$ cat src/shared/serial_port_pkg.sv
// Shared constants, types and register map of the serial port
// How it works
// - Data register writes load transmit, reads return receive buffer.
// - Async transmit and receive paths run independently and together.
// - Sync mode: transmit pin always carries shift clock; data on receive pin.
// - Sync frames carry eight bits, least significant first, both ways.
// - Sync shift rate is clock/12 with speed bit 0, clock/4 with 1.
// - Sync mode: a data write while the shifter is idle starts the clock and shifts eight bits.
// - Fast sync: data one clock before clock falls; low for two clocks.
// - Slow sync: data three clocks before clock falls; low for six clocks.
// - Sync transmit-done flag sets the clock after the last bit ends.
// - Sync receive starts when enabled and receive-done is clear.
// - Sync receive-done sets after eighth rising edge; reception halts.
// - Async frame: start 0, eight data bits LSB first, stop 1.
// - Async bit rate is timer overflow rate over 16 or 32.
// - Async transmit bits start at divide-by-16 rollovers after a write.
// - Async transmit-done sets at the tenth rollover with the stop bit.
// - With receive enabled, watch for falling edge at sixteen times bit rate.
// - A detected falling edge resets the receive divide-by-16 counter.
// - Each bit sampled at counter states 7, 8, 9; majority decides.
// - A start bit voted 1 aborts reception and resumes edge hunting.
// - Frame accepted only if receive-done clear and speed bit 0 or stop 1.
// - Accepted frame: stop bit to ninth-bit holder, data to buffer.
// - From mid stop bit the receiver hunts for a new falling edge.
package serial_port_pkg;
  localparam logic [3:0] CTRL_OFS = 4'h0;
  localparam logic [3:0] DATA_OFS = 4'h4;
  localparam logic [3:0] RATE_OFS = 4'h8;
  localparam int MODE_LSB = 6;
  localparam int SPEED_BIT = 5;
  localparam int RXEN_BIT = 4;
  localparam int NINTH_BIT = 2;
  localparam int TXDONE_BIT = 1;
  localparam int RXDONE_BIT = 0;
  localparam int DIV32_BIT = 0;
  localparam logic [7:0] CTRL_RESET = 8'h00;
  localparam logic [7:0] RATE_RESET = 8'h00;
  localparam logic [7:0] BUF_RESET = 8'h00;
  localparam logic [3:0] SYNC_PER_SLOW = 4'hc;
  localparam logic [3:0] SYNC_FALL_SLOW = 4'h3;
  localparam logic [3:0] SYNC_LOW_SLOW = 4'h6;
  localparam logic [3:0] SYNC_PER_FAST = 4'h4;
  localparam logic [3:0] SYNC_FALL_FAST = 4'h1;
  localparam logic [3:0] SYNC_LOW_FAST = 4'h2;
  localparam logic [3:0] VOTE_S0 = 4'h7;
  localparam logic [3:0] VOTE_S1 = 4'h8;
  localparam logic [3:0] VOTE_S2 = 4'h9;
  localparam logic [3:0] STOP_INDEX = 4'h9;
  localparam logic [3:0] TX_LAST = 4'h9;
  typedef enum logic [1:0] {
    MODE_SYNC = 2'b00,
    MODE_ASYNC = 2'b01,
    MODE_RSVD2 = 2'b10,
    MODE_RSVD3 = 2'b11
  } mode_t;
  typedef enum logic {
    RX_HUNT = 1'b0,
    RX_BITS = 1'b1
  } rx_state_t;
endpackage

$ cat src/serial_port.sv
// Serial port top: register slave, async transmitter, mode steering
`timescale 1ns/10ps
module serial_port import serial_port_pkg::*; (
  input wire logic i_mclk,
  input wire logic i_srst,
  input wire logic [3:0] i_address,
  input wire logic i_read,
  input wire logic i_write,
  input wire logic [31:0] i_writedata,
  input wire logic [3:0] i_byteenable,
  output logic [31:0] o_readdata,
  output logic o_waitrequest,
  input wire logic i_timer1_ovf,
  output logic o_txd,
  input wire logic i_rxd,
  output logic o_rxd_out,
  output logic o_rxd_oe
);
  mode_t mode;
  logic multiproc_speed_select;
  logic rx_enable;
  logic rx_ninth_bit;
  logic tx_done_flag;
  logic rx_done_flag;
  logic rate_div32;
  logic [7:0] serial_data_buffer;
  logic ack;
  logic wr_ctrl;
  logic wr_data;
  logic wr_rate;
  logic [31:0] next_readdata;

  logic ovf_half;
  logic tick;
  logic [3:0] tx_cnt;
  logic rollover;
  logic tx_pend;
  logic tx_busy;
  logic [7:0] tx_hold;
  logic [7:0] tx_sr;
  logic [3:0] tx_bits;
  logic txd_bit;
  logic tx_async_done;

  logic sh_busy;
  logic sh_clk;
  logic sh_data;
  logic sh_oe;
  logic sh_done_tx;
  logic sh_done_rx;
  logic [7:0] sh_rx_byte;
  logic start_sync_tx;
  logic start_sync_rx;

  logic a_frame;
  logic [7:0] a_byte;
  logic a_stop;
  logic a_accept;
  logic tx_set;
  logic rx_set;

  // Bus handshake: every access answers on its second edge
  always_ff @(posedge i_mclk) begin
    if (i_srst)
      ack <= 1'b0;
    else
      ack <= (i_read || i_write) && !ack;
  end
  assign o_waitrequest = (i_read || i_write) && !ack;

  assign wr_ctrl = i_write && ack && i_address == CTRL_OFS
    && i_byteenable[0];
  assign wr_data = i_write && ack && i_address == DATA_OFS
    && i_byteenable[0];
  assign wr_rate = i_write && ack && i_address == RATE_OFS
    && i_byteenable[0];

  // Control fields; unsupported mode codes leave the port idle
  always_ff @(posedge i_mclk) begin
    if (i_srst) begin
      mode <= mode_t'(CTRL_RESET[MODE_LSB +: 2]);
      multiproc_speed_select <= CTRL_RESET[SPEED_BIT];
      rx_enable <= CTRL_RESET[RXEN_BIT];
    end else if (wr_ctrl) begin
      mode <= mode_t'(i_writedata[MODE_LSB +: 2]);
      multiproc_speed_select <= i_writedata[SPEED_BIT];
      rx_enable <= i_writedata[RXEN_BIT];
    end
  end

  always_ff @(posedge i_mclk) begin
    if (i_srst)
      rate_div32 <= RATE_RESET[DIV32_BIT];
    else if (wr_rate)
      rate_div32 <= i_writedata[DIV32_BIT];
  end

  // Reads see receive buffer, not transmit data
  always_comb begin
    next_readdata = 32'h0000_0000;
    unique case (i_address)
      CTRL_OFS: begin
        next_readdata[MODE_LSB +: 2] = mode;
        next_readdata[SPEED_BIT] = multiproc_speed_select;
        next_readdata[RXEN_BIT] = rx_enable;
        next_readdata[NINTH_BIT] = rx_ninth_bit;
        next_readdata[TXDONE_BIT] = tx_done_flag;
        next_readdata[RXDONE_BIT] = rx_done_flag;
      end
      DATA_OFS: next_readdata[7:0] = serial_data_buffer;
      RATE_OFS: next_readdata[DIV32_BIT] = rate_div32;
      default: next_readdata = 32'h0000_0000;
    endcase
  end

  always_ff @(posedge i_mclk) begin
    if (i_srst)
      o_readdata <= 32'h0000_0000;
    else if (i_read && !ack)
      o_readdata <= next_readdata;
  end

  // Bit tick is overflow rate, halved for divide by 32
  always_ff @(posedge i_mclk) begin
    if (i_srst)
      ovf_half <= 1'b0;
    else if (i_timer1_ovf)
      ovf_half <= !ovf_half;
  end
  assign tick = i_timer1_ovf && (!rate_div32 || ovf_half);

  // Free running transmit divider; writes wait for its rollover
  always_ff @(posedge i_mclk) begin
    if (i_srst)
      tx_cnt <= 4'h0;
    else if (tick)
      tx_cnt <= tx_cnt + 4'h1;
  end
  assign rollover = tick && tx_cnt == 4'hf;

  always_ff @(posedge i_mclk) begin
    if (i_srst) begin
      tx_pend <= 1'b0;
      tx_busy <= 1'b0;
      tx_hold <= 8'h00;
      tx_sr <= 8'hff;
      tx_bits <= 4'h0;
      txd_bit <= 1'b1;
    end else if (mode != MODE_ASYNC) begin
      tx_pend <= 1'b0;
      tx_busy <= 1'b0;
      txd_bit <= 1'b1;
    end else begin
      // Writes while one is pending or before the stop bit are dropped, not queued
      if (wr_data && !tx_busy && !tx_pend) begin
        tx_pend <= 1'b1;
        tx_hold <= i_writedata[7:0];
      end
      if (rollover && tx_pend) begin
        tx_pend <= 1'b0;
        tx_busy <= 1'b1;
        tx_sr <= tx_hold;
        tx_bits <= 4'h1;
        txd_bit <= 1'b0;
      end else if (rollover && tx_busy) begin
        txd_bit <= tx_sr[0];
        tx_sr <= {1'b1, tx_sr[7:1]};
        tx_bits <= tx_bits + 4'h1;
        if (tx_bits == TX_LAST)
          tx_busy <= 1'b0;
      end
    end
  end
  // Done with the stop bit at tenth rollover
  assign tx_async_done = mode == MODE_ASYNC && rollover && tx_busy
    && tx_bits == TX_LAST;

  // Data write starts the sync shifter
  assign start_sync_tx = mode == MODE_SYNC && wr_data && !sh_busy;
  // Sync receive only when enabled and flag clear
  // Done pulse blocks the idle cycle before the flag is visible
  assign start_sync_rx = mode == MODE_SYNC && rx_enable
    && !rx_done_flag && !sh_done_rx && !sh_busy && !wr_data;

  sync_shifter u_shifter (
    .i_mclk(i_mclk),
    .i_srst(i_srst),
    .i_speed(multiproc_speed_select),
    .i_start_tx(start_sync_tx),
    .i_start_rx(start_sync_rx),
    .i_tx_byte(i_writedata[7:0]),
    .i_rxd(i_rxd),
    .o_busy(sh_busy),
    .o_shclk(sh_clk),
    .o_data(sh_data),
    .o_data_oe(sh_oe),
    .o_done_tx(sh_done_tx),
    .o_done_rx(sh_done_rx),
    .o_rx_byte(sh_rx_byte)
  );

  async_rx u_async_rx (
    .i_mclk(i_mclk),
    .i_srst(i_srst),
    .i_enable(mode == MODE_ASYNC && rx_enable),
    .i_tick(tick),
    .i_rxd(i_rxd),
    .o_frame(a_frame),
    .o_byte(a_byte),
    .o_stop_bit(a_stop)
  );

  // Accept only into a free buffer, with valid stop when speed bit is 1
  assign a_accept = a_frame && !rx_done_flag
    && (!multiproc_speed_select || a_stop);
  assign tx_set = sh_done_tx || tx_async_done;
  assign rx_set = sh_done_rx || a_accept;

  // Stop bit and data land together
  always_ff @(posedge i_mclk) begin
    if (i_srst) begin
      serial_data_buffer <= BUF_RESET;
      rx_ninth_bit <= CTRL_RESET[NINTH_BIT];
    end else if (a_accept) begin
      serial_data_buffer <= a_byte;
      rx_ninth_bit <= a_stop;
    end else if (sh_done_rx) begin
      serial_data_buffer <= sh_rx_byte;
    end
  end

  // Sticky flags; writing 0 clears, a same-cycle set wins
  always_ff @(posedge i_mclk) begin
    if (i_srst) begin
      tx_done_flag <= CTRL_RESET[TXDONE_BIT];
      rx_done_flag <= CTRL_RESET[RXDONE_BIT];
    end else begin
      if (tx_set)
        tx_done_flag <= 1'b1;
      else if (wr_ctrl && !i_writedata[TXDONE_BIT])
        tx_done_flag <= 1'b0;
      if (rx_set)
        rx_done_flag <= 1'b1;
      else if (wr_ctrl && !i_writedata[RXDONE_BIT])
        rx_done_flag <= 1'b0;
    end
  end

  // Shift clock on transmit pin in sync mode
  always_comb begin
    unique case (mode)
      MODE_SYNC: o_txd = sh_clk;
      MODE_ASYNC: o_txd = txd_bit;
      default: o_txd = 1'b1;
    endcase
  end
  assign o_rxd_out = sh_data;
  assign o_rxd_oe = mode == MODE_SYNC && sh_oe;
endmodule

$ cat src/sync_shifter.sv
// Synchronous eight-bit shifter driving its own shift clock
`timescale 1ns/10ps
module sync_shifter import serial_port_pkg::*; (
  input wire logic i_mclk,
  input wire logic i_srst,
  input wire logic i_speed,
  input wire logic i_start_tx,
  input wire logic i_start_rx,
  input wire logic [7:0] i_tx_byte,
  input wire logic i_rxd,
  output logic o_busy,
  output logic o_shclk,
  output logic o_data,
  output logic o_data_oe,
  output logic o_done_tx,
  output logic o_done_rx,
  output logic [7:0] o_rx_byte
);
  logic active;
  logic is_rx;
  logic [3:0] phase;
  logic [2:0] bitn;
  logic [7:0] sr;
  logic [3:0] per;
  logic [3:0] fall;
  logic [3:0] low;
  logic last;

  assign per = i_speed ? SYNC_PER_FAST : SYNC_PER_SLOW;
  assign fall = i_speed ? SYNC_FALL_FAST : SYNC_FALL_SLOW;
  assign low = i_speed ? SYNC_LOW_FAST : SYNC_LOW_SLOW;
  assign last = active && phase == per - 4'h1 && bitn == 3'h7;

  always_ff @(posedge i_mclk) begin
    if (i_srst) begin
      active <= 1'b0;
      is_rx <= 1'b0;
      phase <= 4'h0;
      bitn <= 3'h0;
      sr <= 8'h00;
    end else if (!active) begin
      phase <= 4'h0;
      bitn <= 3'h0;
      if (i_start_tx) begin
        active <= 1'b1;
        is_rx <= 1'b0;
        sr <= i_tx_byte;
      end else if (i_start_rx) begin
        active <= 1'b1;
        is_rx <= 1'b1;
      end
    end else if (phase == per - 4'h1) begin
      phase <= 4'h0;
      bitn <= bitn + 3'h1;
      if (bitn == 3'h7)
        active <= 1'b0;
      if (!is_rx)
        sr <= {1'b0, sr[7:1]};
    end else begin
      phase <= phase + 4'h1;
      if (is_rx && phase == fall + low - 4'h1)
        sr <= {i_rxd, sr[7:1]};
    end
  end

  // Done one clock after frame end
  always_ff @(posedge i_mclk) begin
    if (i_srst) begin
      o_done_tx <= 1'b0;
      o_done_rx <= 1'b0;
      o_rx_byte <= 8'h00;
    end else begin
      o_done_tx <= last && !is_rx;
      o_done_rx <= last && is_rx;
      if (last && is_rx)
        o_rx_byte <= sr;
    end
  end

  // Clock low window after data setup
  assign o_shclk = !(active && phase >= fall && phase < fall + low);
  assign o_data = sr[0];
  assign o_data_oe = active && !is_rx;
  assign o_busy = active;
endmodule

$ cat src/async_rx.sv
// Asynchronous ten-bit frame receiver with majority voting
`timescale 1ns/10ps
module async_rx import serial_port_pkg::*; (
  input wire logic i_mclk,
  input wire logic i_srst,
  input wire logic i_enable,
  input wire logic i_tick,
  input wire logic i_rxd,
  output logic o_frame,
  output logic [7:0] o_byte,
  output logic o_stop_bit
);
  rx_state_t state;
  logic last_rxd;
  logic [3:0] cnt;
  logic [3:0] bitn;
  logic s0;
  logic s1;
  logic vote;
  logic [7:0] sr;

  assign vote = (s0 & s1) | (s0 & i_rxd) | (s1 & i_rxd);

  always_ff @(posedge i_mclk) begin
    if (i_srst || !i_enable) begin
      state <= RX_HUNT;
      last_rxd <= 1'b1;
      cnt <= 4'h0;
      bitn <= 4'h0;
      s0 <= 1'b1;
      s1 <= 1'b1;
      sr <= 8'h00;
    end else if (i_tick) begin
      // Edge watch at sixteen times bit rate
      last_rxd <= i_rxd;
      unique case (state)
        RX_HUNT: begin
          if (last_rxd && !i_rxd) begin
            state <= RX_BITS;
            cnt <= 4'h0;
            bitn <= 4'h0;
          end
        end
        RX_BITS: begin
          cnt <= cnt + 4'h1;
          if (cnt == VOTE_S0)
            s0 <= i_rxd;
          if (cnt == VOTE_S1)
            s1 <= i_rxd;
          if (cnt == VOTE_S2) begin
            bitn <= bitn + 4'h1;
            if (bitn == 4'h0 && vote)
              state <= RX_HUNT;
            // Hunt again from mid stop bit
            else if (bitn == STOP_INDEX)
              state <= RX_HUNT;
            else if (bitn != 4'h0)
              sr <= {vote, sr[7:1]};
          end
        end
      endcase
    end
  end

  // Frame out after stop bit vote
  always_ff @(posedge i_mclk) begin
    if (i_srst) begin
      o_frame <= 1'b0;
      o_byte <= 8'h00;
      o_stop_bit <= 1'b0;
    end else begin
      o_frame <= i_enable && i_tick && state == RX_BITS
        && cnt == VOTE_S2 && bitn == STOP_INDEX;
      if (i_enable && i_tick && state == RX_BITS
          && cnt == VOTE_S2 && bitn == STOP_INDEX) begin
        o_byte <= sr;
        o_stop_bit <= vote;
      end
    end
  end
endmodule

$ cat config.mk
export PLATFORM = sky130hd
export DESIGN_NAME = serial_port
export DESIGN_NICKNAME = d
export VERILOG_FILES = /design/src/shared/serial_port_pkg.sv /design/src/serial_port.sv /design/src/sync_shifter.sv /design/src/async_rx.sv
export SDC_FILE = /design/constraint.sdc
export NUM_CORES = 1
export LEC_CHECK = 0
export ABC_AREA = 1
export BUFFER_PORTS_ARGS = -buffer_cell sky130_fd_sc_hd__buf_2
export CAP_MARGIN = 30
export CORE_MARGIN = 2
export CORE_UTILIZATION = 52
export DETAILED_ROUTE_END_ITERATION = 10
export MAX_ROUTING_LAYER = met4
export PLACE_DENSITY = 0.85
export RECOVER_POWER = 50
export REMOVE_ABC_BUFFERS = 1
export SYNTH_ARGS = -nofsm -noshare
export SYNTH_HDL_FRONTEND = slang
export SYNTH_HIERARCHICAL = 1
export SYNTH_SLANG_ARGS = --single-unit
export TNS_END_PERCENT = 10
$ cat constraint.sdc
create_clock -name i_mclk -period 1.6 [get_ports i_mclk]
set_input_delay 0.08 -clock i_mclk [delete_from_list [all_inputs] [get_ports i_mclk]]
set_output_delay 0.08 -clock i_mclk [all_outputs]
set_load 0.05 [all_outputs]
==> Word level (Yosys, flattened, before mapping) <==
Index checks and enable logic that the tools add are counted.
{ "classes": {"n_addsub": 9, "reduce_logical": 92, "mul": 0, "eq_ne": 17, "n_div": 0, "magnitude_cmp": 2, "bitwise_logic": 10, "n_mux": 44, "shifts": 0} }
{ "op_table": {"columns": ["operator", "count"], "rows": [
  ["8-bit two-way mux", 9],
  ["1-bit logical AND", 45],
  ["4-bit == test (second input constant)", 6],
  ["4-bit one-hot mux with 2 select lines", 3],
  ["1-bit two-way mux", 21],
  ["4-bit by 1-bit adder with 4-bit output (second input constant)", 5],
  ["4-bit two-way mux", 5],
  ["1-bit zero test", 16],
  ["2-bit nonzero test", 7],
  ["3-bit AND reduction", 4],
  ["2-bit AND reduction", 5],
  ["4-bit by 3-bit == test with 1-bit output (second input constant)", 2],
  ["4-bit == test", 2],
  ["4-bit zero test", 2],
  ["4-bit by 1-bit subtractor with 4-bit output (second input constant)", 2],
  ["1-bit logical OR", 6],
  ["3-bit != test (second input constant)", 2],
  ["6-bit AND reduction", 1],
  ["3-bit OR reduction", 2],
  ["1-bit inverter", 5],
  ["4-bit adder", 1],
  ["4-bit greater-or-equal comparator", 1],
  ["4-bit < comparator", 1],
  ["2-bit by 1-bit != test with 1-bit output (second input constant)", 2],
  ["14 further kinds", 19]
]} }
{ "word_totals": {"input_bits": 46, "latch_bits": 0, "n_memories": 0, "romBits": 0, "register_bits": 110, "out_inout_bits": 36, "ramBits": 0, "elab_cells": 210} }

==> Depth between registers and ports, before layout <==
Gate-level depths: netlist (run 1).
{ "depth": {"depth_word": 9, "mapped_depth": 13, "depth_no_buf": 12} }

==> Cells and area by module <==
The synthesis (run 1) kept the hierarchy.
{ "modules_own_cells": {"columns": ["mod", "cells_per_inst", "n_inst", "area_per_inst_um2", "seq_area_each_um2"], "rows": [
  ["serial_port", 395, 1, 2745.1, 1061.0],
  ["async_rx", 201, 1, 1425.1, 600.6],
  ["sync_shifter", 182, 1, 1325.0, 540.5]
]} }

==> Least setup slack after synthesis (run 1) <==
OpenSTA, ideal clock, no wires.
{ "synth_path": {"path_kind": "register -> register", "from": "register mode[0]", "to": "register u_async_rx.o_byte[7]", "path_stages_with_launch": 11, "required_ns": 1.486, "period_less_slack_ns": 1.614, "arrival_time_ns": 1.500, "n_path_buf": 1, "setup_slack_ns": -0.014, "path_cell_list": "dfxtp_1 -> inv_2 -> nor2_2 -> inv_1 -> nor2_1 -> nand4_1 -> nor2_4 -> buf_6 -> nand2_1 -> nand2_1 -> nor2_2"} }
{ "synth_between": {"elab_chain_len": 6} }
{ "synth_lines": {"columns": ["element", "line_no", "rtl"], "rows": [
  ["start, declared", "serial_port.sv:19", "mode_t mode;"],
  ["start signal, assigned", "serial_port.sv:81", "mode <= mode_t'(CTRL_RESET[MODE_LSB +: 2]);"],
  ["start signal, assigned", "serial_port.sv:85", "mode <= mode_t'(i_writedata[MODE_LSB +: 2]);"],
  ["2-bit by 1-bit == test with 1-bit output", "serial_port.sv:205", ".i_enable(mode == MODE_ASYNC && rx_enable),"],
  ["1-bit logical AND", "serial_port.sv:205", null],
  ["1-bit logical AND (2 in series)", "async_rx.sv:74", "if (i_enable && i_tick && state == RX_BITS"],
  ["1-bit logical AND (2 in series)", "async_rx.sv:75", "&& cnt == VOTE_S2 && bitn == STOP_INDEX) begin"],
  ["end signal, assigned", "async_rx.sv:76", "o_byte <= sr;"],
  ["end, declared", "async_rx.sv:10", "output logic [7:0] o_byte,"]
]} }
No other way between the ends.
A chain may end at the register's enable or synchronous reset.

==> Worst setup path after layout (run 1) <==
{ "layout_path": {"from": "register multiproc_speed_select", "to": "output port o_txd"} }
{ "layout_between": {"elab_chain_len": 6, "word_cells_on_any_way": 9, "cone_classes": "1 x add/sub; 2 x order compare; 3 x mux; 3 x reduce/logical"} }
{ "layout_lines": {"columns": ["element", "line_no", "rtl"], "rows": [
  ["start, declared", "serial_port.sv:20", "logic multiproc_speed_select;"],
  ["start signal, assigned", "serial_port.sv:82", "multiproc_speed_select <= CTRL_RESET[SPEED_BIT];"],
  ["start signal, assigned", "serial_port.sv:86", "multiproc_speed_select <= i_writedata[SPEED_BIT];"],
  ["2-bit two-way mux / 3-bit two-way mux (equally long branches)", "sync_shifter.sv:30, sync_shifter.sv:31", null],
  ["4-bit adder / 4-bit greater-or-equal comparator (equally long branches)", "sync_shifter.sv:81", "assign o_shclk = !(active && phase >= fall && phase < fall + low);"],
  ["4-bit < comparator / 1-bit logical AND (equally long branches)", "sync_shifter.sv:81", null],
  ["1-bit logical AND (*)", "sync_shifter.sv:81", null],
  ["1-bit zero test (*)", "sync_shifter.sv:81", null],
  ["net sh_clk", "serial_port.sv:46", "logic sh_clk;"],
  ["1-bit one-hot mux with 2 select lines (*)", "serial_port.sv:251", "unique case (mode)"],
  ["end, declared", "serial_port.sv:14", "output logic o_txd,"]
]} }
Mark *: on every way through the listed nets, which the timed path passes. The rest lies on a longest branch.

==> flow_summary.toml, run 1 <==
[yosys]
yosysUniqueCellTypes = 41
ys_top_cells_by_count = "nand2_1, nor2_1, dfxtp_1"
synth_enable_flop_cells = 0
synth-seq-area-share_pct = 40.1
ys_warn_count = 6
netlist.area_leader.share_pct = 40.1
synth_seq_cells = 110
netlist_instances = 778
synth_area_per_cell_sq_um = 7.06
yosysMostFrequentCell = "nand2_1"
syn_area_sq_um = 5500
synth_ff_type = "dfxtp_1"
yosysTopAreaCell = "dfxtp_1"
async_flop_share_pct = 0
yosys-top-cells-area = "dfxtp_1, nand2_1, nor2_1"

[pwr]
p_int_mw = 3.61
power_leakage_nw = 2.68
power_frac_seq_pct = 56.0
pwr-share-clk_pct = 35.1
p_sw_mw = 1.34
comb_power_share_pct = 8.9
power_density_nw_per_um2 = 805
ir_drop_v = 0.000563
sw_frac_of_total_pct = 27.1

[setup_path]
startpoint_type = "flip-flop"
worstSetupEndpointType = "primary output"
crit_required_ns = 1.52
cp_max_fo = 4
crit_type = "reg -> out"
worstPathArrival_ns = 1.79

[detailed_routing]
dr_wl_met2_um = 5560
highest-signal-layer = "met4"
drt_pass1_iterations = 5
m1WireLength_um = 5230
wl_per_cell_um = 11.9
drc_errors = 0
routed_wl_um = 11600
drt.antenna.violating_nets = 0
vias = 4844
routed_via_density = 4.97
wl_met3_um = 555
dr.first_iter.drc_count = 291

[timing]
setup_slack_ns = -0.267
fin_crit_ns = 1.87
slew_violations = 0
finClkSkew_ns = 0.0181
setup_tns_ns = -1.70
rsz0062_at_grt = "yes"
max_freq_ghz = 0.536
hold_violations = 0
setup_violations = 30
tightestPinTransition_ns = 0.601
slew_headroom_pct = 60.1
fin_crit_sh_pct = 117

[run_status]
violations = "negative setup slack"
status = "complete, but fails checks"

[place]
dp_worst_setup_slack_ns = -0.0373
place_inst = 950
placed_cell_area_sq_um = 5820
io_buffer_count = 30
gp_congestion = 0.866
hpwl_um = 8240

[layout]
layout.nets = 894
areaGrowthSynthToFinish_pct = 12.0
fin_util_pct = 59.9
antennaDiodeCount = 0
stdcell_count = 974
layout-drive-gt1-share_pct = 15.0
final_area_sq_um = 6160

[clock_tree]
clockBufferDepth = 2
htreeDepth = 3
clock-sinks = 110
clkTransAtPathRegs_ns = 0.10
numCtsBuffers = 9
clk_latency_ns = 0.38
cts_tree = "built"
root_buffer = "clkbuf_8"

[floorplan]
fp-row-count = 37
die_w_um = 107
start_util_pct = 53.5
ioPinCount = 82
fp.dieArea_sq_um = 11400
core_sq_um = 10300
die_h_um = 107

[global_routing]
grt_pass1_vias = 4449
antenna_found_initial = 0
grt_pass1_wl_um = 19800
overflow = 0
track_usage_pct = 21.9
grt_max_degree = 20

[hold_path]
min_path_type = "in -> reg"

[run]
max_cap_viol_count = 0
sequential cells by signal, summed over array words and instances (netlist names), 3 cells and up:
| signal | cells |
|---|---|
| o_readdata | 8 |
| serial_data_buffer | 8 |
| tx_hold | 8 |
| tx_sr | 8 |
| u_async_rx/o_byte | 8 |
| u_async_rx/sr | 8 |
| u_shifter/o_rx_byte | 8 |
| u_shifter/sr | 8 |
| tx_bits | 4 |
| tx_cnt | 4 |
| u_async_rx/bitn | 4 |
| u_async_rx/cnt | 4 |
| u_shifter/phase | 4 |
| u_shifter/bitn | 3 |
cell type report:
cell class	count	area, sq um
Inverter	101	382
Timing Repair Buffer	65	439
Tap cell	136	170
Sequential cell	110	2210
Fill cell	889	4120
Clock inverter	6	78.8
Clock buffer	10	128
Multi-Input combinational cell	546	2750
metal layers:
metal / track usage (%) / vias to the layer above
li1: - / 2503
met1: 26.5 / 2198
met2: 36.7 / 121
met3: 4.68 / 22
met4: 6.96 / 0
met5: - / -
power by group through the flow:
stage          Sequential [mW]  Clock (mW)  Combinational [mW]
3_5_place_dp              2.84           0               0.430
3_3_place_gp              2.84           0               0.425
4_1_cts                   2.78        1.77               0.443
5_1_grt                   2.78        1.90               0.476
6_report                  2.78        1.74               0.439
2_1_floorplan             2.89           0               0.260
worst max-delay path, cell delays in order, from the launching register on:
cell	delay, ns
dfxtp_4	0.38
buf_4	0.13
ha_2	0.17
nor3_2	0.16
o21ai_2	0.09
o2111ai_2	0.09
o22a_1	0.23
buf_6	0.17
final timing paths:
| kind | startpoint | endpoint | slack (ns) | cells after the start |
|---|---|---|---|---|
| hold / removal | i_writedata[4] | tx_hold[4] | 0.02 | 3 |
| setup reg to reg | ovf_half | u_async_rx/o_byte[6] | -0.14 | 10 |
| setup / recovery | multiproc_speed_select | o_txd | -0.27 | 7 |
| hold reg to reg | u_shifter/is_rx | u_shifter/o_done_tx | 0.47 | 1 |
kinds of logic (layout without fill, tap and decap cells):
| kind of cell | after synthesis | in the layout | synth area share [%] |
|---|---|---|---|
| buffers and inverters | 146 | 182 | 12.7 |
| and+or+nand+nor | 390 | 391 | 31.8 |
| adders and majority gates | 15 | 15 | 3.42 |
| other | 1 | 24 | 0.0682 |
| AOI/OAI and AO/OA | 111 | 111 | 11.1 |
| xor gates and xnor gates | 4 | 4 | 0.638 |
| muxes | 1 | 1 | 0.182 |
| DFF | 110 | 110 | 40.1 |
timing repair:
action / in CTS / in global routing
hold buffers: 6 / 0
resized for setup: 17 / 13
cloned: 0 / 1
endpoints found under the hold margin: 6 / 0
endpoints found under the setup margin: 20 / 40
pin swaps: 4 / 5
setup buffers: 1 / 0
per-stage QoR:
step	total power, mW	hold WS, ns
3_3_place_gp	3.27	0.327
2_1_floorplan	3.15	0.142
6_report	4.96	0.0217
5_1_grt	5.16	0.0136
4_1_cts	4.99	0.0154
3_5_place_dp	3.27	0.335
cells in the final DEF (no fill, tap or decap), types with 4 or more instances in the layout:
cell / count
nand2_1: 168
nor2_1: 126
dfxtp_1: 106
inv_1: 87
a21oi_1: 48
nand3_1: 41
o21ai_0: 38
conb_1: 24
buf_4: 22
buf_2: 19
nor2_2: 14
clkbuf_1: 13
ha_1: 12
inv_2: 11
nor2_4: 9
clkbuf_8: 9
a211oi_1: 8
nor3_1: 7
nand4_1: 7
dlygate4sd3_1: 6
nand2_2: 5
o21ai_1: 4
o22ai_1: 4
(Power assumes the default switching activity.)
==> inputs of run 2 (changes only) <==
Settings changed: ABC_AREA 1 to unset, CORE_UTILIZATION 52 to 51, PLACE_DENSITY 0.85 to 0.84, SLEW_MARGIN set to 20.
==> run 2 against run 1 <==
Against the previous run:
- clock skew is 0.0046 ns higher
- utilization is 3.9 points higher
- die area is 3.2% lower
- the run still ends with negative setup slack left
- register-to-register slack worse by 0.16 ns
==> flow_summary.toml, run 2 <==
[place]
dp_worst_setup_slack_ns = -0.268
hpwl_um = 8320
placed_cell_area_sq_um = 5670
gp_congestion = 0.827
io_buffer_count = 30
place_inst = 748

[yosys]
synthMuxAreaShare_pct = 10.9
netlist_instances = 561
ys_top_cells_by_count = "dfxtp_1, nor2_1, mux2i_1"
netlist.area_leader.share_pct = 42.3
yosysUniqueCellTypes = 66
synth_seq_cells = 110
synth_top_family_by_area = "simple AND/OR/NAND/NOR gates"
synth_xor_area_share_pct = 1.68
ys_warn_count = 6
async_flop_share_pct = 0
yosys-top-cells-area = "dfxtp_1, mux2i_1, nor2_1"
yosys.area_share.simple_pct = 19.2
syn_area_sq_um = 5210
yosysMostFrequentCell = "dfxtp_1"
synth_compound_area_share_pct = 13.2
yosysTopAreaCell = "dfxtp_1"
synth_enable_flop_cells = 0
synth-seq-area-share_pct = 42.3
synth_ff_type = "dfxtp_1"
yosys.area_share.adder_pct = 3.79
synth_area_per_cell_sq_um = 9.29

[timing]
setup_violations = 32
setup_tns_ns = -4.88
hold_violations = 0
fin_crit_sh_pct = 141
finClkSkew_ns = 0.0227
rsz0062_at_grt = "yes"
holdWs_ns = 0.00582
setup_slack_ns = -0.651
slew_violations = 0
max_freq_ghz = 0.444
fin_crit_ns = 2.25

[clock_tree]
root_buffer = "clkbuf_8"
htreeDepth = 3
numCtsBuffers = 9
clkTransAtPathRegs_ns = 0.12
cts_tree = "built"
clockBufferDepth = 2
clock-sinks = 110
clk_latency_ns = 0.39

[hold_path]
holdCritStartpoint = "i_writedata[3]"
min_path_type = "in -> reg"

[detailed_routing]
dr.first_iter.drc_count = 412
routed_wl_um = 14200
drt.antenna.violating_nets = 0
drt_pass1_iterations = 5
vias = 4525
routed_via_density = 5.81
drc_errors = 0
wl_per_cell_um = 18.2

[setup_path]
cp_max_fo = 3
worstPathArrival_ns = 2.17
timing.rr.start = "multiproc_speed_select"
startpoint_type = "flip-flop"
crit_required_ns = 1.52
critPathLaunch = "multiproc_speed_select"
worstSetupEndpointType = "primary output"
crit_type = "reg -> out"

[pwr]
power_density_nw_per_um2 = 770
power_leakage_nw = 2.56
ir_drop_v = 0.000408
fin_total_pwr_mw = 4.84

[global_routing]
overflow = 0
antenna_found_initial = 0
track_usage_pct = 23.6
grt_max_degree = 35
grt_pass1_vias = 4318
grt_pass1_wl_um = 20600

[layout]
fin_util_pct = 63.8
layout_commonest_cell = "dfxtp_1"
final_area_sq_um = 6290
stdcell_count = 779
antennaDiodeCount = 0
layout_common_cells = "dfxtp_1, nor2_1, mux2i_1"
layout.nets = 703
fill_cells = 717
layout-drive-gt1-share_pct = 27.4
areaGrowthSynthToFinish_pct = 20.8

[run_status]
violations = "negative setup slack"
status = "complete, but fails checks"

[floorplan]
ioPinCount = 82
start_util_pct = 52.8
die_h_um = 105
fp.dieArea_sq_um = 11000
fp-row-count = 36
core_sq_um = 9860
die_w_um = 105

[run]
max_cap_viol_count = 0
-- run 2: cell types whose count changed after synthesis, sizes merged, moves of 23 or more --
cell	delta
nand3	-23
mux2i	+54
nor2	-79
inv	-77
nand2	-147
o21ai	-26
a21oi	-25
-- run 2: critical path, stage by stage (launching register included) --
cell and delay (ns):
dfxtp_2 0.38, inv_2 0.05, ha_4 0.22, a211o_1 0.26
a21oi_2 0.12, nand3b_1 0.12, and2b_1 0.18, a211o_1 0.28
buf_6 0.16
-- run 2: power by group --
| group | internal (mW) | total, mW | switching [mW] | leakage, nW |
|---|---|---|---|---|
| combinational | 0.123 | 0.450 | 0.327 | 1.58 |
| sequential | 2.76 | 2.77 | 0.0121 | 0.893 |
| clock | 0.622 | 1.62 | 1.00 | 0.0933 |
| total | 3.50 | 4.84 | 1.34 | 2.56 |
-- run 2: path summary, 6_finish.rpt --
path	end	slack (ns)	depth (start not counted)
worst max register to register	u_shifter/sr[3]	-0.30	8
worst max-delay path	o_txd	-0.65	8
worst min-delay path	tx_hold[3]	0.006	3
worst min register to register	u_async_rx/sr[4]	0.47	2
-- run 2: repair_timing --
| item | in CTS | in global routing |
|---|---|---|
| resized for setup | 37 | 48 |
| pin swaps | 12 | 14 |
| gates cloned | 1 | 1 |
| hold buffers | 6 | 0 |
| setup endpoints to repair | 60 | 58 |
| buffers inserted | 3 | 5 |
| endpoints found under the hold margin | 7 | 0 |
-- run 2: layout make-up --
class / count / area (sq um) / area share, %
clock inverter: 5 / 43.8 / 0.696
sequential: 110 / 2220 / 35.2
inverter: 22 / 85.1 / 1.35
clock buffer: 10 / 138 / 2.19
tap: 133 / 166 / 2.64
timing repair buffer: 101 / 776 / 12.3
multi-input combinational: 398 / 2870 / 45.6
-- run 2: layer usage --
metal	wire [um]	GRT usage, %
met3	862	5.18
met2	7190	41.0
met4	569	8.67
met1	5540	26.6
met5	0	-
-- run 2: logic make-up after synthesis --
| group | Yosys count |
|---|---|
| and+or+nand+nor | 191 |
| DFF | 110 |
| AOI/OAI and AO/OA | 99 |
| buffers and inverters | 78 |
| muxes | 56 |
| adders and majority gates | 16 |
| xor gates and xnor gates | 10 |
| other | 1 |
